### config.mk
export PLATFORM = sky130hd
export DESIGN_NAME = jis_chain_select
export DESIGN_NICKNAME = d
export VERILOG_FILES = /design/src/shared/jis_pkg.sv /design/src/shared/jis_stream_if.sv /design/src/hdl/jis_pair_buf.sv /design/src/hdl/jis_chain_select.sv
export SDC_FILE = /design/constraint.sdc
export NUM_CORES = 1
export LEC_CHECK = 0
export ABC_CLOCK_PERIOD_IN_PS = 1800
export BUFFER_PORTS_ARGS = -buffer_cell sky130_fd_sc_hd__buf_2
export CELL_PAD_IN_SITES_DETAIL_PLACEMENT = 1
export CELL_PAD_IN_SITES_GLOBAL_PLACEMENT = 1
export CORE_MARGIN = 1
export CORE_UTILIZATION = 47
export CTS_CLUSTER_SIZE = 20
export DETAILED_ROUTE_END_ITERATION = 12
export PLACE_DENSITY = 0.75
export SLEW_MARGIN = 20
export SYNTH_ARGS = -nofsm -noshare
export SYNTH_HDL_FRONTEND = slang
export SYNTH_HIERARCHICAL = 1
export SYNTH_SLANG_ARGS = --single-unit
### constraint.sdc
create_clock -name core_clk -period 1.8 [get_ports core_clk]
set_input_delay 0.18 -clock core_clk [delete_from_list [all_inputs] [get_ports core_clk]]
set_output_delay 0.18 -clock core_clk [all_outputs]
set_load 0.01 [all_outputs]
### src/shared/jis_pkg.sv
// shared constants and types for the debug instruction and chain select block
package jis_pkg;
	// instruction register width and capture pattern
	localparam int IR_W = 4;
	localparam logic [IR_W-1:0] IR_CAPTURE_VAL = 4'h1;
	// instruction codes
	localparam logic [IR_W-1:0] INSTR_EXT_TEST = 4'h0;
	localparam logic [IR_W-1:0] INSTR_CHAIN_SEL = 4'h2;
	localparam logic [IR_W-1:0] INSTR_INT_TEST = 4'hc;
	localparam logic [IR_W-1:0] INSTR_IDENT = 4'he;
	localparam logic [IR_W-1:0] INSTR_BYPASS = 4'hf;
	// scan path select register width, capture pattern and reset chain
	localparam int SEL_W = 5;
	localparam logic [SEL_W-1:0] SEL_CAPTURE_VAL = 5'h10;
	localparam logic [SEL_W-1:0] SEL_RESET_CHAIN = 5'h03;
	// identification register width
	localparam int ID_W = 32;
	// selection buffer depth
	localparam int BUF_DEPTH = 2;
	// bit positions inside the synchroniser bundle
	localparam int SY_TCK = 0;
	localparam int SY_TMS = 1;
	localparam int SY_TDI = 2;
	localparam int SY_CAP_DR = 3;
	localparam int SY_SHIFT_DR = 4;
	localparam int SY_UPD_DR = 5;
	localparam int SY_CAP_IR = 6;
	localparam int SY_SHIFT_IR = 7;
	localparam int SY_UPD_IR = 8;
	localparam int SY_RESET = 9;
	localparam int SY_CTRL_W = 10;
	localparam int SY_W = SY_CTRL_W + ID_W;
	// data path placed between serial in and serial out
	typedef enum logic [1:0] {PATH_BYPASS, PATH_IDENT, PATH_SELECT, PATH_CHAIN} jis_path_t;
endpackage

### src/shared/jis_stream_if.sv
// valid/ready stream carrying chain numbers between the block's modules
`timescale 1ns/10ps
interface jis_stream_if;
	import jis_pkg::*;
	logic valid; // word offered
	logic ready; // word can be taken
	logic [SEL_W-1:0] data; // chain number
	modport src (output valid, output data, input ready);
	modport snk (input valid, input data, output ready);
endinterface

### src/hdl/jis_pair_buf.sv
// two-entry buffer for chain selection words
`timescale 1ns/10ps
module jis_pair_buf
(
	input wire logic core_clk,
	input wire logic nrst,
	jis_stream_if.snk inPort,
	jis_stream_if.src outPort
);
	import jis_pkg::*;

	logic [SEL_W-1:0] mem_q [BUF_DEPTH]; // storage
	logic wrPtr_q; // next slot written
	logic rdPtr_q; // next slot read
	logic [1:0] count_q; // words held
	wire push = inPort.valid & inPort.ready;
	wire pop = outPort.valid & outPort.ready;

	// full and empty straight from the count
	assign inPort.ready = (count_q != 2'(BUF_DEPTH));
	assign outPort.valid = (count_q != 2'h0);
	assign outPort.data = mem_q[rdPtr_q];

	// pointers and count
	always_ff @(posedge core_clk or negedge nrst)
	begin
		if (!nrst)
		begin
			wrPtr_q <= 1'b0;
			rdPtr_q <= 1'b0;
			count_q <= 2'h0;
		end
		else
		begin
			if (push)
				wrPtr_q <= ~wrPtr_q;
			if (pop)
				rdPtr_q <= ~rdPtr_q;
			count_q <= count_q + 2'(push) - 2'(pop);
		end
	end

	// storage writes
	always_ff @(posedge core_clk or negedge nrst)
	begin
		if (!nrst)
		begin
			mem_q[0] <= '0;
			mem_q[1] <= '0;
		end
		else if (push)
			mem_q[wrPtr_q] <= inPort.data;
	end
endmodule

### src/hdl/jis_chain_select.sv
// instruction decode, scan path select and serial data paths of the debug port
// Contract
// - sample serial in and mode on rising clock
// - serial out changes only on falling clock
// - code 0000 puts selected chain under test
// - external test capture takes system inputs, outputs
// - external test shift applies bits immediately
// - code 0010 routes the select register
// - select register captures 0b10000
// - update makes chosen chain active, persistent
// - chain 3 selected after reset
// - select register is five bits
// - code 1100 puts selected chain under test
// - internal test capture takes core, system values
// - internal test shift moves bits through
// - 1111 and unknown codes act as bypass
// - bypass register captures zero
// - code 1110 routes identification; reset selects it
// - four-bit instruction captures 0b0001, no parity
`timescale 1ns/10ps
module jis_chain_select
(
	input wire logic core_clk,
	input wire logic nrst,
	input wire logic tck,
	input wire logic tms,
	input wire logic tdi,
	input wire logic tapCaptureDr,
	input wire logic tapShiftDr,
	input wire logic tapUpdateDr,
	input wire logic tapCaptureIr,
	input wire logic tapShiftIr,
	input wire logic tapUpdateIr,
	input wire logic tapLogicReset,
	input wire logic [jis_pkg::ID_W-1:0] tapId,
	output logic tdo,
	output logic tdoEn,
	output logic tmsSampled,
	output logic [jis_pkg::IR_W-1:0] activeInstr,
	output logic [jis_pkg::SEL_W-1:0] chainSel,
	output logic chainTestMode,
	output logic chainIntTest,
	output logic chainApplyNow,
	output logic chainCapture,
	output logic chainShift,
	output logic chainShiftIn,
	input wire logic chainShiftOut,
	output logic selValid,
	output logic [jis_pkg::SEL_W-1:0] selData,
	input wire logic selReady
);
	import jis_pkg::*;

	// synchroniser stages for every pin input
	logic [SY_W-1:0] syncA_q; // first stage, read only by the second
	logic [SY_W-1:0] syncB_q; // second stage, safe to use
	logic tckPrev_q; // last synced clock level

	// serial registers
	logic [IR_W-1:0] irShift_q; // instruction shift stage
	logic [IR_W-1:0] ir_q; // current instruction
	logic [SEL_W-1:0] selShift_q; // select shift stage
	logic [SEL_W-1:0] chainSel_q; // active chain number
	logic [ID_W-1:0] idShift_q; // identification shift stage
	logic bypass_q; // one-bit bypass stage

	// pin side outputs
	logic tdo_q; // serial out bit
	logic tdoEn_q; // serial out driven
	logic tms_q; // last sampled mode bit
	logic capPulse_q; // chain capture strobe
	logic shiftPulse_q; // chain shift strobe
	logic shiftIn_q; // bit passed to the chain
	logic pend_q; // selection waiting for the buffer

	// stream from the select logic into the buffer, and out of it
	jis_stream_if selIn ();
	jis_stream_if selOut ();

	// synced pin views
	wire tckS = syncB_q[SY_TCK];
	wire tmsS = syncB_q[SY_TMS];
	wire tdiS = syncB_q[SY_TDI];
	wire capDr = syncB_q[SY_CAP_DR];
	wire shDr = syncB_q[SY_SHIFT_DR];
	wire updDr = syncB_q[SY_UPD_DR];
	wire capIr = syncB_q[SY_CAP_IR];
	wire shIr = syncB_q[SY_SHIFT_IR];
	wire updIr = syncB_q[SY_UPD_IR];
	wire tlr = syncB_q[SY_RESET];
	wire [ID_W-1:0] idS = syncB_q[SY_W-1:SY_CTRL_W];

	// clock edges seen on the core clock
	wire tckRise = tckS & ~tckPrev_q;
	wire tckFall = ~tckS & tckPrev_q;

	// instruction decode
	wire isExt = (ir_q == INSTR_EXT_TEST);
	wire isInt = (ir_q == INSTR_INT_TEST);
	wire isSel = (ir_q == INSTR_CHAIN_SEL);
	wire isId = (ir_q == INSTR_IDENT);
	// test instructions route the chain, unknown codes fall to bypass
	wire jis_path_t path = (isExt | isInt) ? PATH_CHAIN :
		isSel ? PATH_SELECT :
		isId ? PATH_IDENT :
		PATH_BYPASS;
	wire onChain = (path == PATH_CHAIN);

	// data register bit presented on serial out
	wire drOut = (path == PATH_CHAIN) ? chainShiftOut :
		(path == PATH_SELECT) ? selShift_q[0] :
		(path == PATH_IDENT) ? idShift_q[0] :
		bypass_q;
	// instruction bit wins while the instruction path shifts
	wire serialOut = shIr ? irShift_q[0] : drOut;

	// rising-edge actions
	wire riseCapIr = tckRise & capIr;
	wire riseShIr = tckRise & shIr;
	wire riseUpdIr = tckRise & updIr;
	wire riseCapDr = tckRise & capDr;
	wire riseShDr = tckRise & shDr;
	wire riseUpdDr = tckRise & updDr;
	wire newChain = riseUpdDr & (path == PATH_SELECT);

	// two-flop synchroniser, stage a feeds stage b only
	always_ff @(posedge core_clk or negedge nrst)
	begin
		if (!nrst)
		begin
			syncA_q <= '0;
			syncB_q <= '0;
			tckPrev_q <= 1'b0;
		end
		else
		begin
			syncA_q <= {tapId, tapLogicReset, tapUpdateIr, tapShiftIr, tapCaptureIr,
				tapUpdateDr, tapShiftDr, tapCaptureDr, tdi, tms, tck};
			syncB_q <= syncA_q;
			tckPrev_q <= tckS;
		end
	end

	// mode bit taken on the rising edge for the state machine
	always_ff @(posedge core_clk or negedge nrst)
	begin
		if (!nrst)
			tms_q <= 1'b0;
		else if (tckRise)
			tms_q <= tmsS;
	end

	// instruction shift stage: fixed capture, lsb out first
	always_ff @(posedge core_clk or negedge nrst)
	begin
		if (!nrst)
			irShift_q <= IR_CAPTURE_VAL;
		else if (riseCapIr)
			irShift_q <= IR_CAPTURE_VAL;
		else if (riseShIr)
			irShift_q <= {tdiS, irShift_q[IR_W-1:1]};
	end

	// current instruction: only update or reset changes it
	always_ff @(posedge core_clk or negedge nrst)
	begin
		if (!nrst)
			ir_q <= INSTR_IDENT;
		else if (tlr)
			ir_q <= INSTR_IDENT;
		else if (riseUpdIr)
			ir_q <= irShift_q;
	end

	// select shift stage: fixed capture, chain number shifted in by the probe
	always_ff @(posedge core_clk or negedge nrst)
	begin
		if (!nrst)
			selShift_q <= SEL_CAPTURE_VAL;
		else if (riseCapDr & (path == PATH_SELECT))
			selShift_q <= SEL_CAPTURE_VAL;
		else if (riseShDr & (path == PATH_SELECT))
			selShift_q <= {tdiS, selShift_q[SEL_W-1:1]};
	end

	// active chain: changes only at update under chain select
	always_ff @(posedge core_clk or negedge nrst)
	begin
		if (!nrst)
			chainSel_q <= SEL_RESET_CHAIN;
		else if (newChain)
			chainSel_q <= selShift_q;
	end

	// identification stage loads the tied word at capture
	always_ff @(posedge core_clk or negedge nrst)
	begin
		if (!nrst)
			idShift_q <= '0;
		else if (riseCapDr & (path == PATH_IDENT))
			idShift_q <= idS;
		else if (riseShDr & (path == PATH_IDENT))
			idShift_q <= {tdiS, idShift_q[ID_W-1:1]};
	end

	// bypass stage captures zero, then passes serial in
	always_ff @(posedge core_clk or negedge nrst)
	begin
		if (!nrst)
			bypass_q <= 1'b0;
		else if (riseCapDr & (path == PATH_BYPASS))
			bypass_q <= 1'b0;
		else if (riseShDr & (path == PATH_BYPASS))
			bypass_q <= tdiS;
	end

	// strobes to the selected chain: capture and shift for one core cycle
	always_ff @(posedge core_clk or negedge nrst)
	begin
		if (!nrst)
		begin
			capPulse_q <= 1'b0;
			shiftPulse_q <= 1'b0;
			shiftIn_q <= 1'b0;
		end
		else
		begin
			capPulse_q <= riseCapDr & onChain;
			shiftPulse_q <= riseShDr & onChain;
			if (riseShDr & onChain)
				shiftIn_q <= tdiS;
		end
	end

	// serial out moves only on the falling edge
	always_ff @(posedge core_clk or negedge nrst)
	begin
		if (!nrst)
		begin
			tdo_q <= 1'b0;
			tdoEn_q <= 1'b0;
		end
		else if (tckFall)
		begin
			tdo_q <= serialOut;
			tdoEn_q <= shIr | shDr;
		end
	end

	// new chain number waits here until the buffer takes it; set beats clear
	always_ff @(posedge core_clk or negedge nrst)
	begin
		if (!nrst)
			pend_q <= 1'b0;
		else if (newChain)
			pend_q <= 1'b1;
		else if (selIn.ready)
			pend_q <= 1'b0;
	end

	// offer the active chain number to the buffer
	assign selIn.valid = pend_q;
	assign selIn.data = chainSel_q;
	assign selOut.ready = selReady;

	// buffer toward the chain fabric; while it is full, a newer update replaces the word still waiting in chainSel_q
	jis_pair_buf uBuf
	(
		.core_clk(core_clk),
		.nrst(nrst),
		.inPort(selIn),
		.outPort(selOut)
	);

	// outputs
	assign tdo = tdo_q;
	assign tdoEn = tdoEn_q;
	assign tmsSampled = tms_q;
	assign activeInstr = ir_q;
	assign chainSel = chainSel_q;
	assign chainTestMode = onChain;
	assign chainIntTest = isInt;
	assign chainApplyNow = isExt & shDr;
	assign chainCapture = capPulse_q;
	assign chainShift = shiftPulse_q;
	assign chainShiftIn = shiftIn_q;
	assign selValid = selOut.valid;
	assign selData = selOut.data;
endmodule

### After elaboration in Yosys (flattened, before gate mapping)

Cells that the tools add are included.

| cells by class | value |
|---|---|
| $add $sub $neg | 2 |
| $lt $le $gt $ge | 3 |
| equality and inequality tests | 7 |
| muxes and demuxes | 25 |
| bitwise gates (word level) | 28 |
| reduce and logical (&&, ||, !) cells | 10 |

Operator list:

| cell | count |
|---|---|
| 32-bit two-way mux | 2 |
| 5-bit two-way mux | 6 |
| 1-bit AND | 20 |
| 4-bit two-way mux | 4 |
| 2-bit nonzero test | 7 |
| 10-bit bitwise mux | 1 |
| 1-bit two-way mux | 9 |
| 4-bit equality test (second input constant) | 2 |
| 5-bit demux with 1-bit select | 1 |
| 2-bit equality test (second input constant) | 2 |
| 4-bit by 2-bit equality test with 1-bit output (second input constant) | 1 |
| 2-bit greater-or-equal comparator (second input constant) | 2 |
| 4-bit zero test | 1 |
| 2-bit two-way mux | 2 |
| 1-bit NOT | 4 |
| 1-bit NOT with 2-bit output | 2 |
| 2-bit by 1-bit adder with 2-bit output | 1 |
| 2-bit by 1-bit equality test with 1-bit output (second input constant) | 1 |
| 2-bit zero test | 1 |
| 2-bit by 1-bit less-than comparator with 1-bit output (second input constant) | 1 |
| 2-bit inequality test (second input constant) | 1 |
| 1-bit bitwise OR | 2 |
| 2-bit by 1-bit subtractor with 2-bit output | 1 |
| 1-bit logical AND | 1 |

| storage, ports and cells | value |
|---|---|
| flip-flop bits (word level) | 157 |
| input bits | 46 |
| output and inout bits | 24 |
| logic and storage cells | 96 |

### Depth between registers and ports, before layout

| logic depth | value |
|---|---|
| depth after elaboration | 9 |
| mapped depth | 6 |

### Hierarchy

The synthesis kept the hierarchy.

Modules (own cells, without submodules):

| module | instances | cells an instance | area each (um2) | sequential area each (um2) |
|---|---|---|---|---|
| jis_chain_select | 1 | 307 | 4,742.0 | 3,587.2 |
| jis_pair_buf | 1 | 50 | 666.9 | 350.3 |

### Least setup slack after synthesis

Ideal clock, no wire load.

| timing path | value |
|---|---|
| path type | register to register |
| from | register ir_q[2] (netlist: activeInstr[2]) |
| to | register shiftIn_q (netlist: chainShiftIn) |
| library setup time | 125 ps |
| arrival time | 1,564 ps |
| slack | 111 ps |
| stages on the path, launching flop included | 6 |
| path buffers | 1 |
| period minus slack after synthesis | 1,689 ps |
| path through | dfstp_2 -> buf_6 -> xor2_1 -> nor3_2 -> and3_4 -> mux2_4 |

| between the ends | value |
|---|---|
| word-level cells in the longest chain between the ends | 6 |

RTL lines:

| element | line | text |
|---|---|---|
| start: declaration | jis_chain_select.sv:61 | `logic [IR_W-1:0] ir_q;` |
| start signal: assignment | jis_chain_select.sv:172 | `ir_q <= irShift_q;` |
| 4-bit equality test | jis_chain_select.sv:101 | `wire isId = (ir_q == INSTR_IDENT);` |
| 1-bit two-way mux | jis_chain_select.sv:105 | `isId ? PATH_IDENT :` |
| 2-bit two-way mux | jis_chain_select.sv:104 | `isSel ? PATH_SELECT :` |
| 2-bit two-way mux * | jis_chain_select.sv:103 | `wire jis_path_t path = (isExt \| isInt) ? PATH_CHAIN :` |
| 2-bit equality test * | jis_chain_select.sv:107 | `wire onChain = (path == PATH_CHAIN);` |
| named net chainTestMode | jis_chain_select.sv:41 | `output logic chainTestMode,` |
| 1-bit AND * | jis_chain_select.sv:230 | `if (riseShDr & onChain)` |
| end signal: assignment | jis_chain_select.sv:231 | `shiftIn_q <= tdiS;` |
| end: declaration | jis_chain_select.sv:73 | `logic shiftIn_q;` |

Mark *: on every way through the listed nets, which the timed path passes. The rest lies on a longest branch.
A chain may end at the register's enable or synchronous reset.

### Final worst setup path

| timing path | value |
|---|---|
| from | register ir_q[2] (netlist: activeInstr[2]) |
| to | output chainIntTest |

| between the ends | value |
|---|---|
| word-level cells in the longest chain between the ends | 1 |

RTL lines:

| element | line | text |
|---|---|---|
| 4-bit equality test | jis_chain_select.sv:99 | `wire isInt = (ir_q == INSTR_INT_TEST);` |
| end: declaration | jis_chain_select.sv:42 | `output logic chainIntTest,` |

No other way between the ends.

==> flow_summary.json <==
{
  "antenna_found_initial": 2,
  "slew-limit-headroom_pct": 66.68,
  "grt_pass1_wl_mm": 19.86,
  "core_sq_um": 11030,
  "period_needed_ns": 1.752,
  "io_buffers": 69,
  "busiest_layer": "met2",
  "reg2regPathDepth": 5,
  "post_synth.cell_area_avg_sq_um": 15.15,
  "routed_wl_mm": 12.47,
  "fill_cells": 1038,
  "max_cap_violations": 0,
  "fmax_mhz": 570.7,
  "syn_area_sq_um": 5409,
  "grt_max_degree": 48,
  "viasPerCell": 5.369,
  "drtPass1Iterations": 4,
  "crit_arrival_ns": 1.57,
  "hold-path-endpoint": "uBuf/rdPtr_q",
  "cts_root_buf": "clkbuf_16",
  "synth_edf_count": 0,
  "power_density_nw_per_um2": 1216,
  "cts-htree-levels": 4,
  "clkPwrFrac_pct": 38.9,
  "fin_nets": 529,
  "synth.largest_area_cell": "dfrtp_1",
  "rsz0062_at_grt": "no",
  "p_int_w": 0.006267,
  "p_comb_share_pct": 11.1,
  "place_congestion": 0.7943,
  "drtIter0Drc": 120,
  "synthAdderAreaFrac_pct": 0.2313,
  "wire_per_inst_um": 19.57,
  "cellLeakagePower_nw": 3.188,
  "finalHoldViolations": 0,
  "r2r_setup_slack_ns": 0.10,
  "setup_tns_ns": 0,
  "fin_skew_ns": 0.01252,
  "dieArea_sq_um": 11940,
  "initial_core_util_pct": 49.04,
  "dp_hpwl_mm": 6.899,
  "synth_xor_area_share_pct": 0.4858,
  "yosysWarnings": 6,
  "first_global_vias": 3815,
  "core.rowCount": 38,
  "yosysUniqueCellTypes": 52,
  "grtUsageMet3_pct": 7.352,
  "min_period_over_period_pct": 97.35,
  "async_reset_ff_share_pct": 100.0,
  "use_met1_pct": 27.84,
  "sw_frac_of_total_pct": 26.10,
  "drv_slew": 0,
  "clock_sinks": 157,
  "start_kind": "flip-flop",
  "setup_viol": 0,
  "drc": 0,
  "cts.path.max_buffers": 2,
  "seqPwrFrac_pct": 50.1,
  "place_area_sq_um": 5976,
  "path_max_fanout": 9,
  "yosysSeqAreaShare_pct": 72.80,
  "stdcell_area_sq_um": 6975,
  "timing.rr.end": "chainShiftIn",
  "synthMuxAreaShare_pct": 4.997,
  "synthFlopType": "dfrtp_1",
  "reg2reg_from": "activeInstr[2]",
  "netlist_top_cells_count": "150 x dfrtp_1, 35 x o22ai_1, 32 x a2bb2oi_1, 16 x mux2_2, 12 x nor2_1",
  "critPathCaptureType": "output port",
  "drive_gt1_share_pct": 32.32,
  "die_x_um": 109.3,
  "vdd_drop_max_mv": 0.8577,
  "vias": 3420,
  "crit_type": "flip-flop to output port",
  "synth-compound-area-share_pct": 13.51,
  "synth-seq-cells": 157,
  "clock_latency_ns": 0.42,
  "syn_to_final_growth_pct": 28.96,
  "grt_usage_pct": 22.97,
  "worstPathRequired_ns": 1.62,
  "synth_fp_nets": 404,
  "yosys.area_share.simple_pct": 5.505,
  "grt_use_met2_pct": 38.90,
  "synth_top_family_by_area": "compound AO/OA/AOI/OAI gates",
  "overflow": 0,
  "cts_tree": "done",
  "yosysTopAreaCellShare_pct": 69.40,
  "ant_nets": 0,
  "clk_pin_slew_ns": 0.06,
  "whs_path_depth": 3,
  "synth.area.top_cells": "dfrtp_1 69%, a2bb2oi_1 5.2%, o22ai_1 4.0%",
  "fp.dieH_um": 109.3,
  "hp-start": "selReady",
  "max_slew.worst_pin.slew_ns": 0.4976,
  "synth.most_common_cell": "dfrtp_1",
  "netSwitchingPower_w": 0.002213,
  "syn-instance-count": 357,
  "outcome": "finished, final reports clean",
  "numCtsBuffers": 17,
  "min_path_type": "primary input to flip-flop",
  "ios": 70
}
[layer usage]
layer	part of all wire, %	wire length [um]
met2	54	6720
met5	0	0
met3	3.4	419
met4	1.6	197
met1	41	5131
[final cells by class]
class / count / area, sq um / area share (%)
flip-flops and latches: 157 / 3938 / 56.45
multi-input cells: 173 / 1344 / 19.26
repair buffers: 124 / 934.6 / 13.40
clock buffers: 18 / 439.2 / 6.296
well taps: 140 / 175.2 / 2.511
clock inverters: 14 / 106.4 / 1.525
inverters: 9 / 33.78 / 0.4843
diodes: 2 / 5.005 / 0.07175
[worst max-delay path: stages, from the launching register on]
cell and delay (ns):
dfstp_2 0.64, nand2_2 0.14, nor3_1 0.20, buf_2 0.17
[cell families after synthesis]
logic type | count (synthesis)
DFF | 157
AOI/OAI and AO/OA | 98
and+or+nand+nor | 49
buffers and inverters | 27
muxes | 22
xor gates and xnor gates | 3
adders and majority gates | 1
[worst max-delay path by stage]
stage / startpoint / endpoint / slack, ns
3_5_place_dp: activeInstr[1] / chainSel[3] / 0.05
3_3_place_gp: activeInstr[1] / chainSel[3] / 0.13
6_report: activeInstr[2] / chainIntTest / 0.05
5_1_grt: activeInstr[2] / chainTestMode / 0.0006
4_1_cts: activeInstr[1] / chainSel[3] / 0.02
2_1_floorplan: activeInstr[2] / chainShiftIn / 0.11
[what timing repair did]
| item | in CTS | in global routing |
|---|---|---|
| setup buffers | 2 | 0 |
| setup endpoints to repair | 2 | 3 |
| endpoints found under the hold margin | 81 | 0 |
| gates resized for setup | 1 | 1 |
| pin swaps | 1 | 0 |
| hold buffers | 43 | 0 |
[cells in the final DEF (no fill, tap or decap), types with 2 or more instances in the layout]
master	synthesis	routed
clkinvlp_4	0	3
and3_2	1	2
clkbuf_16	0	17
nor3_2	2	2
a2bb2oi_1	32	32
o21ai_0	6	6
nor2b_1	4	4
nor2_1	12	11
inv_6	0	5
a22o_1	4	4
o22ai_1	35	35
inv_1	8	8
nor2b_2	2	2
nand3_1	2	2
a211o_1	3	3
dfstp_2	7	7
dlygate4sd3_1	0	43
buf_12	0	5
mux2_2	16	16
and3_1	3	2
diode_2	0	2
buf_4	1	7
a31oi_1	2	2
nor3_1	3	3
clkinv_2	0	4
xnor2_1	2	2
nand2b_1	2	2
buf_2	11	68
mux2_4	6	6
dfrtp_1	150	150
a21oi_1	2	2
nor3_4	2	2
nand2_1	10	9
[sequential cells by signal (all words and copies together), names as in the netlist, 2 cells and up]
name          flops
chainSel          5
syncA_q          42
uBuf/count_q      2
activeInstr       4
syncB_q          42
idShift_q        32
irShift_q         4
uBuf/mem_q       10
selShift_q        5
[through the flow]
| step | cells | util (%) | power (W) | setup WS [ns] | hold WS (ns) |
|---|---|---|---|---|---|
| 2_1_floorplan | 357 | - | 0.004752 | 0.1107 | -0.1156 |
| 3_3_place_gp | 558 | 54.17 | 0.005046 | 0.1269 | 0.1354 |
| 3_5_place_dp | 558 | 54.17 | 0.005137 | 0.05423 | 0.1384 |
| 4_1_cts | 635 | 63.18 | 0.008521 | 0.02227 | 0.05772 |
| 5_1_grt | 637 | 63.24 | 0.008812 | 0.0005937 | 0.08942 |
| 6_report | 637 | 63.24 | 0.008480 | 0.04761 | 0.07621 |
[power by group through the flow]
stage	Sequential (W)	Clock [W]	Combinational, W
3_5_place_dp	0.00429	0	0.000850
4_1_cts	0.00424	0.00335	0.000938
6_report	0.00425	0.00330	0.000937
2_1_floorplan	0.00418	0	0.000575
3_3_place_gp	0.00425	0	0.000796
5_1_grt	0.00429	0.00349	0.00103
Power figures use the tool's default switching activity.
